`src/spm_regs.svh`:
```
`ifndef SPM_REGS_SVH
`define SPM_REGS_SVH

// ----------------------------------------
// request decode
// ----------------------------------------
`define PORT_SEL_SECOND 16'h0002
`define CMD_PORT_SETUP 16'hfff0
`define RSV_ADDR_FIRST 16'h0651
`define RSV_ADDR_LAST 16'h0716

// ----------------------------------------
// field limits
// ----------------------------------------
`define RATE_MAX 3'h6
`define PARITY_MAX 2'h2
`define ID_W 64

// ----------------------------------------
// reset configuration
// ----------------------------------------
`define RST_RATE 3'h6
`define RST_PARITY 2'h0
`define RST_STOP 1'h0
`define RST_ID 64'h0

// ----------------------------------------
// programmer loss timing
// ----------------------------------------
`define PGM_LOSS_S 20
`define CLK_HZ 10000000
`define LOSS_W 28

`endif

```
`src/spm_pkg.sv`:
```
`include "spm_regs.svh"

package spm_pkg;

  typedef enum logic [3:0] {
    PROTO_SNP = 4'b0001,
    PROTO_RTU = 4'b0011,
    PROTO_CUSTOM = 4'b0101
  } proto_e;

  typedef struct packed {
    proto_e proto;
    logic [2:0] rate;
    logic [1:0] parity;
    logic stop;
    logic [`ID_W-1:0] devId;
  } port_cfg_s;

  typedef enum logic {
    ST_RUN = 1'b0,
    ST_PGM = 1'b1
  } attach_e;

endpackage : spm_pkg

```
`src/spm_if.sv`:
```
`timescale 1ns/10ps
`default_nettype none

// ----------------------------------------
// loss timer control
// ----------------------------------------
interface loss_timer_if;
  logic run;
  logic kick;
  logic expired;
  modport ctrl(output run, output kick, input expired);
  modport timer(input run, input kick, output expired);
endinterface : loss_timer_if

// ----------------------------------------
// most recent configuration store
// ----------------------------------------
interface recent_cfg_if;
  import spm_pkg::*;
  logic wrEn;
  port_cfg_s wrData;
  port_cfg_s rdData;
  modport user(output wrEn, output wrData, input rdData);
  modport store(input wrEn, input wrData, output rdData);
endinterface : recent_cfg_if

`default_nettype wire

```
`src/pgm_loss_timer.sv`:
```
`timescale 1ns/10ps
`default_nettype none
`include "spm_regs.svh"

module pgm_loss_timer #(
  parameter int unsigned LOSS_CYCLES = `PGM_LOSS_S * `CLK_HZ
) (
  // clock and reset
  input wire logic clk_sys,
  input wire logic rst_n,
  input wire logic clkEn,
  // control
  loss_timer_if.timer tmr
);
  import spm_pkg::*;

  localparam logic [`LOSS_W-1:0] LastCount = `LOSS_W'(LOSS_CYCLES - 1);

  logic [`LOSS_W-1:0] count_q;
  logic [`LOSS_W-1:0] count_d;
  wire atLast = (count_q == LastCount);

  // silence long enough: loss, unless traffic arrives this cycle
  assign tmr.expired = clkEn & tmr.run & ~tmr.kick & atLast;
  assign count_d = (!tmr.run || tmr.kick || atLast) ? '0 : count_q + 1'b1;

  always_ff @(posedge clk_sys or negedge rst_n) begin
    if (!rst_n) begin
      count_q <= '0;
    end else if (clkEn) begin
      count_q <= count_d;
    end
  end

  loss_delay_a: assert property (@(posedge clk_sys) disable iff (!rst_n)
    tmr.expired |-> count_q == LastCount && tmr.run)
    else $error("loss declared before full silent interval");

  loss_count_a: assert property (
    @(posedge clk_sys) disable iff (!rst_n)
    clkEn && tmr.run && !tmr.kick && !atLast |=> count_q == $past(count_q) + 1'b1)
    else $error("loss timer skipped a count");

endmodule : pgm_loss_timer

`default_nettype wire

```
`src/recent_cfg_reg.sv`:
```
`timescale 1ns/10ps
`default_nettype none
`include "spm_regs.svh"

module recent_cfg_reg (
  // clock and reset
  input wire logic clk_sys,
  input wire logic rst_n,
  input wire logic clkEn,
  // store port
  recent_cfg_if.store rc
);
  import spm_pkg::*;

  port_cfg_s cfg_q;

  assign rc.rdData = cfg_q;

  always_ff @(posedge clk_sys or negedge rst_n) begin
    if (!rst_n) begin
      cfg_q <= '{PROTO_RTU, `RST_RATE, `RST_PARITY, `RST_STOP, `RST_ID};
    end else if (clkEn && rc.wrEn) begin
      cfg_q <= rc.wrData;
    end
  end

endmodule : recent_cfg_reg

`default_nettype wire

```
`src/serial_port_protocol_manager.sv`:
```
`timescale 1ns/10ps
`default_nettype none
`include "spm_regs.svh"

// Behaviour
// - requests routed only when port selector is 2
// - programmer seen under RTU installs programmer protocol
// - programmer recognised only with matching serial settings
// - no autobaud while RTU or programmer active
// - programmer loss installs most recent protocol
// - reinstalled protocol restarts from initial state
// - loss after 20 s silence; RTU held off
// - store while attached deferred until loss
// - attached: reject requests programmer protocol lacks
// - setup while attached only updates recent protocol
// - multidrop detection needs matching controller identifier
module serial_port_protocol_manager #(
  parameter int unsigned LOSS_CYCLES = `PGM_LOSS_S * `CLK_HZ
) (
  // clock and reset
  input wire logic clk_sys,
  input wire logic rst_n,
  input wire logic clkEn,
  // application service request
  input wire logic reqValid,
  input wire logic [15:0] reqPort,
  input wire logic [15:0] reqCmd,
  input wire logic [15:0] reqBlockAddr,
  input wire spm_pkg::port_cfg_s reqCfg,
  output logic reqAccept,
  output logic reqReject,
  output logic reqFwd,
  // configuration store
  input wire logic storeValid,
  input wire spm_pkg::port_cfg_s storeCfg,
  // line receiver
  input wire logic rxPgmFrame,
  input wire logic [2:0] rxRate,
  input wire logic [1:0] rxParity,
  input wire logic rxStop,
  input wire logic [`ID_W-1:0] rxDestId,
  input wire logic multidrop,
  // protocol control
  output spm_pkg::port_cfg_s activeCfg,
  output logic pgmAttached,
  output logic protoRestart,
  output logic rtuEnable,
  output logic autobaudEn
);
  import spm_pkg::*;

  // ----------------------------------------
  // decode functions
  // ----------------------------------------
  function automatic logic isSetup(input logic [15:0] cmd);
    return cmd == `CMD_PORT_SETUP;
  endfunction : isSetup

  function automatic logic cfgOk(input port_cfg_s cfg);
    logic protoGood;
    protoGood = (cfg.proto == PROTO_SNP) || (cfg.proto == PROTO_RTU) ||
                (cfg.proto == PROTO_CUSTOM);
    return protoGood && (cfg.rate <= `RATE_MAX) && (cfg.parity <= `PARITY_MAX);
  endfunction : cfgOk

  // ----------------------------------------
  // state
  // ----------------------------------------
  attach_e state_q;
  attach_e state_d;
  port_cfg_s activeCfg_q;
  port_cfg_s activeCfg_d;
  logic protoRestart_q;
  logic protoRestart_d;
  logic reqValid_q;

  loss_timer_if tmr();
  recent_cfg_if rc();

  pgm_loss_timer #(
    .LOSS_CYCLES(LOSS_CYCLES)
  ) u_timer (
    .clk_sys(clk_sys),
    .rst_n(rst_n),
    .clkEn(clkEn),
    .tmr(tmr)
  );

  recent_cfg_reg u_recent (
    .clk_sys(clk_sys),
    .rst_n(rst_n),
    .clkEn(clkEn),
    .rc(rc)
  );

  // ----------------------------------------
  // programmer detection
  // ----------------------------------------
  wire inRun = (state_q == ST_RUN);
  wire inPgm = (state_q == ST_PGM);
  wire rtuActive = inRun && (activeCfg_q.proto == PROTO_RTU);
  wire cfgMatch = (rxRate == activeCfg_q.rate) && (rxParity == activeCfg_q.parity) &&
                  (rxStop == activeCfg_q.stop);
  // destination id compared in packed order, first character low byte
  wire idMatch = (rxDestId == activeCfg_q.devId);
  wire idOk = !multidrop || idMatch;
  wire attachHit = clkEn && rtuActive && rxPgmFrame && cfgMatch && idOk;
  wire pgmTraffic = clkEn && inPgm && rxPgmFrame && idOk;
  wire lossEv = inPgm && tmr.expired;

  assign tmr.run = inPgm;
  assign tmr.kick = pgmTraffic;

  // ----------------------------------------
  // service requests
  // ----------------------------------------
  wire reqEdge = clkEn && reqValid && !reqValid_q;
  wire reqHit = reqEdge && (reqPort == `PORT_SEL_SECOND);
  wire addrBad = (reqBlockAddr >= `RSV_ADDR_FIRST) &&
                 (reqBlockAddr <= `RSV_ADDR_LAST);
  wire reqSetup = isSetup(reqCmd);
  wire setupBad = reqSetup && !cfgOk(reqCfg);
  wire pgmLacks = inPgm && !reqSetup;

  assign reqReject = reqHit && (addrBad || setupBad || pgmLacks);
  assign reqAccept = reqHit && !reqReject;
  assign reqFwd = reqAccept && !reqSetup;

  // ----------------------------------------
  // most recent protocol
  // ----------------------------------------
  wire setupWr = reqAccept && reqSetup;
  wire storeWr = clkEn && storeValid && cfgOk(storeCfg);
  wire newestWr = setupWr || storeWr;
  wire port_cfg_s newestCfg = setupWr ? reqCfg : storeCfg;
  wire port_cfg_s recentCfg = newestWr ? newestCfg : rc.rdData;
  // attached: writes only update the recent protocol
  wire applyNow = inRun && newestWr && !attachHit;

  assign rc.wrEn = newestWr;
  assign rc.wrData = newestCfg;

  // ----------------------------------------
  // next state and active protocol
  // ----------------------------------------
  wire port_cfg_s pgmCfg = '{PROTO_SNP, activeCfg_q.rate, activeCfg_q.parity,
                             activeCfg_q.stop, activeCfg_q.devId};

  assign state_d = attachHit ? ST_PGM :
                   lossEv ? ST_RUN : state_q;
  assign activeCfg_d = attachHit ? pgmCfg :
                       lossEv ? recentCfg :
                       applyNow ? newestCfg : activeCfg_q;
  assign protoRestart_d = lossEv || applyNow;

  always_ff @(posedge clk_sys or negedge rst_n) begin
    if (!rst_n) begin
      state_q <= ST_RUN;
      activeCfg_q <= '{PROTO_RTU, `RST_RATE, `RST_PARITY, `RST_STOP, `RST_ID};
      protoRestart_q <= 1'b0;
      reqValid_q <= 1'b0;
    end else if (clkEn) begin
      state_q <= state_d;
      activeCfg_q <= activeCfg_d;
      protoRestart_q <= protoRestart_d;
      reqValid_q <= reqValid;
    end
  end

  // ----------------------------------------
  // outputs
  // ----------------------------------------
  assign activeCfg = activeCfg_q;
  assign pgmAttached = inPgm;
  assign protoRestart = protoRestart_q;
  assign rtuEnable = rtuActive;
  // autobaud only for a plain programmer-protocol port, never under RTU
  assign autobaudEn = inRun && (activeCfg_q.proto == PROTO_SNP);

  // ----------------------------------------
  // checks
  // ----------------------------------------
  port_route_a: assert property (
    @(posedge clk_sys) disable iff (!rst_n)
    reqEdge && (reqPort != `PORT_SEL_SECOND) |-> !reqAccept && !reqReject && !reqFwd)
    else $error("request for another port was acted on");

  attach_rtu_a: assert property (
    @(posedge clk_sys) disable iff (!rst_n)
    attachHit |=> inPgm && activeCfg_q.proto == PROTO_SNP &&
                  activeCfg_q.rate == $past(activeCfg_q.rate))
    else $error("programmer attach did not install programmer protocol");

  cfg_match_a: assert property (
    @(posedge clk_sys) disable iff (!rst_n)
    clkEn && inRun && rxPgmFrame && !cfgMatch |=> inRun)
    else $error("programmer accepted with mismatched serial settings");

  no_autobaud_a: assert property (
    @(posedge clk_sys) disable iff (!rst_n)
    (inPgm || activeCfg_q.proto == PROTO_RTU) |-> !autobaudEn)
    else $error("autobaud enabled under RTU or programmer");

  restore_recent_a: assert property (
    @(posedge clk_sys) disable iff (!rst_n)
    lossEv && clkEn |=> inRun && activeCfg_q == $past(recentCfg))
    else $error("loss did not install most recent protocol");

  restart_pulse_a: assert property (
    @(posedge clk_sys) disable iff (!rst_n)
    lossEv && clkEn |=> protoRestart ##1 (!clkEn || !protoRestart || $past(protoRestart_d)))
    else $error("reinstalled protocol not restarted");

  rtu_blocked_a: assert property (
    @(posedge clk_sys) disable iff (!rst_n)
    inPgm |-> !rtuEnable)
    else $error("RTU enabled while programmer attached");

  deferred_store_a: assert property (
    @(posedge clk_sys) disable iff (!rst_n)
    clkEn && inPgm && storeWr && !lossEv |=> activeCfg_q == $past(activeCfg_q))
    else $error("store applied while programmer attached");

  reject_rtu_a: assert property (
    @(posedge clk_sys) disable iff (!rst_n)
    reqHit && inPgm && !reqSetup |-> reqReject && !reqFwd)
    else $error("unsupported request accepted while attached");

  setup_defer_a: assert property (
    @(posedge clk_sys) disable iff (!rst_n)
    setupWr && inPgm && !lossEv |=> inPgm && rc.rdData == $past(reqCfg) &&
                                    activeCfg_q.proto == PROTO_SNP)
    else $error("setup while attached not deferred");

  single_shot_a: assert property (
    @(posedge clk_sys) disable iff (!rst_n)
    (clkEn && reqAccept) ##1 (clkEn && reqValid) |-> !reqAccept && !reqReject)
    else $error("held request executed twice");

  reserved_addr_a: assert property (
    @(posedge clk_sys) disable iff (!rst_n)
    reqHit && addrBad |-> reqReject && !reqAccept)
    else $error("reserved command block address accepted");

  pgm_id_a: assert property (
    @(posedge clk_sys) disable iff (!rst_n)
    clkEn && inRun && rxPgmFrame && multidrop && !idMatch |=> inRun)
    else $error("programmer attached with wrong identifier");

  kick_timer_a: assert property (
    @(posedge clk_sys) disable iff (!rst_n)
    pgmTraffic |-> !lossEv ##1 (inPgm || !clkEn))
    else $error("loss declared despite programmer traffic");

  route_answer_a: assert property (
    @(posedge clk_sys) disable iff (!rst_n)
    reqHit |-> reqAccept != reqReject)
    else $error("served request got no single answer");

  bad_setup_a: assert property (
    @(posedge clk_sys) disable iff (!rst_n)
    reqHit && reqSetup && !cfgOk(reqCfg) |-> reqReject && !reqAccept)
    else $error("invalid port setup accepted");

  attach_quiet_a: assert property (
    @(posedge clk_sys) disable iff (!rst_n)
    attachHit |=> !protoRestart)
    else $error("programmer attach restarted the protocol");

  non_rtu_a: assert property (
    @(posedge clk_sys) disable iff (!rst_n)
    clkEn && inRun && rxPgmFrame && activeCfg_q.proto != PROTO_RTU |=> inRun)
    else $error("programmer attached without RTU active");

  rtu_resume_a: assert property (
    @(posedge clk_sys) disable iff (!rst_n)
    lossEv |=> rtuEnable == ($past(recentCfg.proto) == PROTO_RTU))
    else $error("RTU engine state wrong after programmer loss");

  run_apply_a: assert property (
    @(posedge clk_sys) disable iff (!rst_n)
    setupWr && inRun && !attachHit |=> protoRestart && activeCfg_q == $past(reqCfg))
    else $error("run state setup not installed with restart");

  pgm_snp_a: assert property (
    @(posedge clk_sys) disable iff (!rst_n)
    inPgm |-> activeCfg_q.proto == PROTO_SNP)
    else $error("attached port not under programmer protocol");

  pgm_setup_a: assert property (
    @(posedge clk_sys) disable iff (!rst_n)
    reqHit && inPgm && reqSetup && !addrBad && cfgOk(reqCfg) |-> reqAccept && !reqFwd)
    else $error("valid setup refused while attached");

  kick_clear_a: assert property (
    @(posedge clk_sys) disable iff (!rst_n)
    tmr.kick |=> !tmr.expired)
    else $error("loss declared right after programmer traffic");

endmodule : serial_port_protocol_manager

`default_nettype wire

```
`config.mk`:
```
export PLATFORM = sky130hd
export DESIGN_NAME = serial_port_protocol_manager
export DESIGN_NICKNAME = d
export VERILOG_FILES = /design/src/spm_pkg.sv /design/src/spm_if.sv /design/src/pgm_loss_timer.sv /design/src/recent_cfg_reg.sv /design/src/serial_port_protocol_manager.sv
export VERILOG_INCLUDE_DIRS = /design/src /design/src/src
export SDC_FILE = /design/constraint.sdc
export NUM_CORES = 1
export LEC_CHECK = 0
export ABC_AREA = 1
export BUFFER_PORTS_ARGS = -buffer_cell sky130_fd_sc_hd__buf_2
export CAP_MARGIN = 20
export CORE_UTILIZATION = 56
export CTS_BUF_LIST = sky130_fd_sc_hd__clkbuf_16
export CTS_CLUSTER_SIZE = 24
export DETAILED_ROUTE_END_ITERATION = 10
export GPL_TIMING_DRIVEN = 1
export PLACE_DENSITY_LB_ADDON = 0.08
export SLEW_MARGIN = 10
export SYNTH_ARGS = -nofsm -noshare
export SYNTH_HDL_FRONTEND = slang
export SYNTH_SLANG_ARGS = --single-unit
```
`constraint.sdc`:
```
create_clock -name clk_sys -period 3.1 [get_ports clk_sys]
set_input_delay 0.465 -clock clk_sys [delete_from_list [all_inputs] [get_ports clk_sys]]
set_output_delay 0.465 -clock clk_sys [all_outputs]
set_load 0.1 [all_outputs]
```
==> results by group, run 1 <==
Clocking
  • CTS tree: yes
  • Clk root buf: clkbuf_16
  • Clk buf depth: 2
  • Setup Buffers After CTS: 0
  • Total CTS buffers: 17
  • H-tree depth: 4
  • Clock Sinks: approximately 180
  • Clock latency on the worst-skew pair: 0.44 ns
  • Post-CTS sizing: 0
  • CTS clock-pin slew for the worst setup and hold paths: approximately 0.07 ns
  • Post-CTS Hold Buffers: 0

STA
  • Tightest Pin Transition: 0.6565 ns
  • RSZ-0062 raised after global routing: false
  • WHS: -0.02187 ns
  • Max Slew Vio Count: 0
  • Fmax: between 0.3 and 0.4 GHz
  • Final Cycle Share: between 90% and 100%
  • Final Hold Viols: 7
  • Worst slew margin: between 50% and 60%
  • Final Setup Violations: 0
  • Clock skew: 0.01526 ns
  • Period minus WS final: between 2 and 3 ns

Yosys
  • Async SR Flop Fraction: 100.0%
  • Mapped cell area: approximately 11000 um^2
  • Syn Inst Count: 1723
  • Post-synthesis sequential area ratio: between 40% and 50%
  • Syn Area/Cell: 6.486 um^2
  • Post-synth EDFFs: 0
  • Synth unique cells: 41
  • Post-Synthesis Net Count: roughly 2000
  • Synthesis-stage register bit count: approximately 180
  • Synth Flop Type: dfrtp_1
  • Yosys warns: 0

Job
  • Max cap viols: 0

Layout
  • # nets final: approximately 2300
  • Multi-input gate area: between 5000 and 6000 um^2
  • Syn-to-layout area delta: 22.39%
  • Number of diodes: 0
  • Final core occ: ~70%
  • Share of cells above drive strength 1: 21.90%
  • Storage element area: approximately 4500 um^2
  • Filler Cells Inserted: between 1500 and 2000

Pwr
  • Combinational fraction of design power: between 30 and 40%
  • Pwr Total: roughly 8500 uW
  • Peak supply drop: 0.0005618 V
  • Sw Pwr: around 3800 uW
  • Int Pwr: 4745 uW
  • Power share of the clock group: about a quarter
  • Cell Pwr Density: about 620 nW/um^2
  • Sw Ratio: approximately 44%
  • Reg power frac: roughly 37%
  • Leakage: 0.008254 uW

Setup path
  • Worst stage delay on the critical path: between 0.4 and 0.5 ns
  • Crit-path cells: nand2_1, inv_1, nor2_1, nor2_1, nand2_1, nor2_1, nand2_1, nor2_1, nand2_1, nand2_1, nand2_1, nand3_2, nand2_8, inv_2, buf_12, nand2_1, nand2_1
  • Critical Path RT: around 3.5 ns
  • Critical Path Stages: 17
  • Most frequent CP cell: nand2_1
  • Crit-path slowest cell: dfrtp_1
  • Crit start category: flip-flop
  • Critical setup path kind: reg -> reg
  • Reg2reg path depth: 17
  • CP top delay family: simple AND/OR/NAND/NOR gates
  • CP arrival: 3.19 ns
  • Crit end category: flip-flop
  • Crit path buffers/inverters: 3
  • Crit path max fanout: 54

Place
  • GPL Wtd Cong: approximately 0.89
  • Detailed placement HPWL: about 22000 um
  • Port bufs: between 300 and 400

Floorplanning
  • Core ar.: between 15000 and 20000 um^2
  • Die height: 143.3 um
  • Area of the die: between 20000 and 25000 um^2
  • Row count: 51
  • Starting Density: a little under three fifths
  • Die Width: 143.3 um
  • Num ports: 354

Detailed routing
  • Post-route ant nets: 0
  • DR WL/cell: 13.51 um
  • DRC Markers: 0
  • WL final: 31270 um
  • Number of iterations in the first detailed-routing pass: 5
  • First DRT Iteration DRCs: 800
  • Via Count: around 12000
  • DR vias/cell: roughly 5.1

Global route
  • Gr usage total: about a third
  • GRT busiest layer: met2
  • GRT met1 Usage: between 40% and 50%
  • Total congestion overflow: 0
  • Met2 Resource Use GR: 52.61%
  • Vias in the first global route: 10620
  • Grt met3 use: under 10%
  • First-pass GRT wire length: approximately 50000 um
  • Initial antenna violation count: 1
  • Pin count of the biggest net entering global routing: 145

Worst hold path
  • HP Class: in -> async

Run status
  • Violated checks: hold timing
  • Status: finished, violations left
[stage by stage]
step | hold slack (ns) | TNS [ns] | setup WS (ns) | area [um^2] | cells
finish | -0.02187 | 0 | 0.2905 | 13680 | 2315
global route | 0.02113 | 0 | 0.03452 | 13680 | 2315
CTS | 0.01370 | 0 | 0.2583 | 13670 | 2315
detailed placement | 0.4576 | 0 | 0.2183 | 13060 | 2283
global placement | 0.4567 | 0 | 0.2901 | 13060 | 2283
floorplan | 0.1694 | -0.1560 | -0.1560 | 11200 | 1723
[kinds of logic (layout without fill, tap and decap cells)]
group | count (synthesis) | in the layout | share of synthesized area [%]
DFF | 179 | 179 | 40.17
adders and majority gates | 1 | 1 | 0.1119
and+or+nand+nor | 1154 | 1154 | 42.86
buffers and inverters | 274 | 601 | 10.79
xor gates and xnor gates | 25 | 25 | 1.959
AOI/OAI and AO/OA | 90 | 90 | 4.109
[layout make-up]
cell class | instances | area share, %
multi-input combinational | 1270 | 40.35
sequential | 179 | 32.82
timing repair buffer | 374 | 14.59
inverter | 195 | 5.370
clock buffer | 17 | 3.110
tap | 265 | 2.424
clock inverter | 15 | 1.336
[routing by layer]
metal  up-vias  wire [um]  part of all wire (%)
li1       5909          -                     -
met1      5334      13540                    43
met2       426      15150                    48
met3        55       1897                   6.1
met4         2        669                   2.1
met5         -         16                 0.051
[final timing paths]
check | from | endpoint | slack (ns)
max in group asynchronous | rst_n | activeCfg[31] | 2.24
min in group clk_sys | reqValid | reqValid_q | 0.27
max | activeCfg[63] | activeCfg[68] | 0.29
max reg2reg | activeCfg[63] | activeCfg[68] | 0.29
min | rst_n | u_timer.count_q[5] | -0.02
min reg2reg | u_recent.rc.rdData[69] | u_recent.rc.rdData[69] | 0.47
[cells in the final DEF, fill, tap and decap left out, types with 2 or more instances in the layout]
master,Yosys,routed
buf_12,0,5
clkinv_2,0,3
o21ai_0,3,3
nor4_1,5,4
a21oi_1,11,11
or2_1,4,4
clkbuf_16,0,17
nand2_4,1,2
bufinv_16,0,3
nor2_1,156,155
inv_1,181,181
nor4_2,1,2
nand3_2,3,3
inv_6,0,2
inv_2,10,9
clkinv_4,0,6
buf_2,46,352
o21ai_1,73,73
buf_4,14,16
nand4_1,88,88
dfrtp_1,171,171
xor2_1,19,19
nor3_4,1,2
nor3b_1,6,6
dfstp_2,8,8
xnor2_1,6,6
nand2_1,836,836
nand3_1,19,19
nor3_1,15,14
nor3_2,4,4
nor2_2,5,6
clkinv_1,4,4
[flip-flops by register name, summed over array words and instances (netlist names)]
signal / flops
protoRestart: 1
u_recent.rc.rdData: 74
u_timer.count_q: 28
activeCfg: 74
pgmAttached: 1
reqValid_q: 1
[Yosys cell counts (5+ instances only)]
cell / n / area (um^2)
xor2_1: 19 / 166.4
buf_4: 14 / 105.1
a21oi_1: 11 / 55.05
inv_1: 181 / 679.4
dfstp_2: 8 / 210.2
nor2_2: 5 / 31.28
dfrtp_1: 171 / 4279
buf_6: 9 / 101.4
xnor2_1: 6 / 52.55
nor3_1: 15 / 75.07
buf_2: 46 / 230.2
nor3b_1: 6 / 45.04
clkbuf_1: 7 / 26.28
o21ai_1: 73 / 365.4
nor4_1: 5 / 31.28
nand3_1: 19 / 95.09
nand4_1: 88 / 550.5
nand2_1: 836 / 3138
nor2_1: 156 / 585.6
inv_2: 10 / 37.54
[power by group through the flow]
stage                     Combinational [uW]  Clock (uW)  Sequential [uW]
after floorplan                          871           0             4710
after global placement                  3080           0             3200
after detailed placement                3130           0             3200
after CTS                               3140        2260             3180
after global routing                    3350        2360             3240
final                                   3120        2240             3190
Note: power is estimated with default switching activity, not from simulation.
==> run 2: changes to the inputs <==
--- a/config.mk
+++ b/config.mk
@@ -15,6 +15,7 @@
 export DETAILED_ROUTE_END_ITERATION = 10
 export GPL_TIMING_DRIVEN = 1
 export PLACE_DENSITY_LB_ADDON = 0.08
+export RECOVER_POWER = 50
 export SLEW_MARGIN = 10
 export SYNTH_ARGS = -nofsm -noshare
 export SYNTH_HDL_FRONTEND = slang
==> run 2 against run 1 <==
Compared with the run above: the flow finishes with violations (capacitance limit, slew limit); cell area shrank 0.57%; flip-flop and latch count is the same; first-iteration DRC count shrank 2.8%; routed wire length is essentially flat; sequential share of layout area grew 0.19 points; via count is essentially flat; global-route usage is the same; critical path type unchanged; highest routed layer unchanged.
==> results by group, run 2 (same netlist as run 1, synthesis figures left out) <==
Run status
  • Status: finished, violations left
  • Violated checks: capacitance limit, slew limit

Global route
  • Gr usage total: around a third
  • First-pass GRT wire length: approximately 51000 um
  • Total congestion overflow: 0
  • Vias in the first global route: about 11000
  • Initial antenna violation count: 1
  • Pin count of the biggest net entering global routing: 145

Detailed routing
  • Via Count: about 12000
  • First DRT Iteration DRCs: 778
  • WL final: 31250 um
  • DRC Markers: 0
  • DR WL/cell: around 13 um
  • Number of iterations in the first detailed-routing pass: 5
  • Post-route ant nets: 0
  • DR vias/cell: 5.060

Layout
  • Share of cells above drive strength 1: around a fifth
  • Final core occ: roughly 70%
  • Syn-to-layout area delta: 21.70%
  • Fin cells: 2315
  • Most frequent cells in the layout: nand2_1 (836), buf_2 (312), inv_1 (181)
  • Number of diodes: 0
  • # nets final: about 2300
  • Commonest non-fill, non-tap cell in the layout: nand2_1

Floorplanning
  • Num ports: ~350
  • Core ar.: 19530 um^2
  • Die Width: 143.3 um
  • Area of the die: ~20000 um^2
  • Die height: about 140 um
  • Row count: 51
  • Starting Density: approximately 57%

STA
  • Tightest Pin Transition: between 1.5 and 2 ns
  • WHS: approximately 0.27 ns
  • Clock skew: 0.01546 ns
  • Worst slew margin: -1.206%
  • Final Cycle Share: around nine tenths
  • Final Setup Violations: 0
  • Period minus WS final: about 2.8 ns
  • Final Hold Viols: 0
  • Fmax: between 0.3 and 0.4 GHz
  • RSZ-0062 raised after global routing: false
  • Max Slew Vio Count: about 60

Setup path
  • Crit-path slowest cell: dfrtp_1
  • Most frequent CP cell: nand2_1
  • Worst stage delay on the critical path: ~0.48 ns
  • CP arrival: between 3 and 4 ns
  • Crit Reg-Reg Endpoint: activeCfg[68]
  • Critical Path RT: roughly 3.5 ns
  • Crit start category: flip-flop
  • Crit-path cells: nand2_1, inv_1, nor2_1, nor2_1, nand2_1, nor2_1, nand2_1, nor2_1, nand2_1, nand2_1, nand2_1, nand3_2, nand2_8, inv_2, buf_12, nand2_1, nand2_1
  • Setup crit end: activeCfg[68]
  • Crit end category: flip-flop
  • Crit path max fanout: 54
  • R2r setup slk: approximately 0.29 ns
  • Critical setup path kind: reg -> reg
  • Crit Reg-Reg Startpoint: activeCfg[63]
  • CP startpoint: activeCfg[63]
  • Reg2reg path depth: 17

Clocking
  • CTS tree: yes
  • Clk root buf: clkbuf_16
  • Total CTS buffers: 17
  • Clock latency on the worst-skew pair: approximately 0.44 ns
  • H-tree depth: 4
  • CTS clock-pin slew for the worst setup and hold paths: about 0.07 ns
  • Clk buf depth: 2
  • Clock Sinks: ~180
  • Setup Buffers After CTS: 0
  • Post-CTS Hold Buffers: 0

Worst hold path
  • HP Class: in -> reg
  • Hold path cells: 3

Pwr
  • Peak supply drop: roughly 0.00056 V
  • Cell Pwr Density: 626.1 nW/um^2
  • Leakage: slightly above 0.008 uW

Place
  • GPL Wtd Cong: 0.8907
  • Detailed placement HPWL: 22380 um
  • Port bufs: 353
  • Placed cells: 2283

Job
  • Max cap viols: 1
-- run 2: cell types whose count changed in the layout (fill, tap and decap cells not counted), moves of 2 or more --
cell	before	now
buf_2	352	312
clkbuf_2	0	2
buf_4	16	14
clkbuf_1	0	41
-- run 2: how the worst min path moves through the flow --
stage | from | endpoint | slack (ns)
2_1_floorplan | rst_n | activeCfg[0] | 0.17
3_3_place_gp | u_recent.rc.rdData[68] | u_recent.rc.rdData[68] | 0.46
3_5_place_dp | u_recent.rc.rdData[69] | u_recent.rc.rdData[69] | 0.46
4_1_cts | rst_n | u_timer.count_q[5] | 0.01
5_1_grt | reqValid | reqValid_q | 0.26
6_report | reqValid | reqValid_q | 0.27
-- run 2: cell type report --
class,instances,area (um^2)
inverters,195,734.5
multi-input cells,1270,5519
clock buffers,17,425.4
fillers,1761,5926
flip-flops and latches,179,4489
repair buffers,374,1918
well taps,265,331.6
clock inverters,15,182.7
-- run 2: worst max-delay path, delay by kind of cell, from the launching register on --
kind          cells  cell delay [ns]
simple gates     14             1.78
flops             1             0.48
buf+inv           3             0.47
-- run 2: layer usage --
layer	track usage, %	share of wire (%)
met2	52.61	48
met3	5.734	5.8
met1	41.31	44
met5	0	0.051
met4	9.910	2.2
-- run 2: per-stage QoR --
step	setup slack (ns)	power, uW	area [um^2]	TNS, ns
6_report	0.2930	8515	13600	0
5_1_grt	0.03450	8916	13600	0
4_1_cts	0.2583	8573	13670	0
3_5_place_dp	0.2183	6334	13060	0
3_3_place_gp	0.2901	6275	13060	0
2_1_floorplan	-0.1560	5581	11200	-0.1560
-- run 2: timing repair --
item	in CTS	in global routing
hold endpoints to repair	0	0
resized for setup	0	1
setup endpoints to repair	0	2
-- run 2: report_power, final --
group	switching (uW)	internal, uW	total [uW]
Combinational	2440	642	3080
Clock	972	1280	2250
Sequential	401	2790	3190
Total	3810	4710	8520
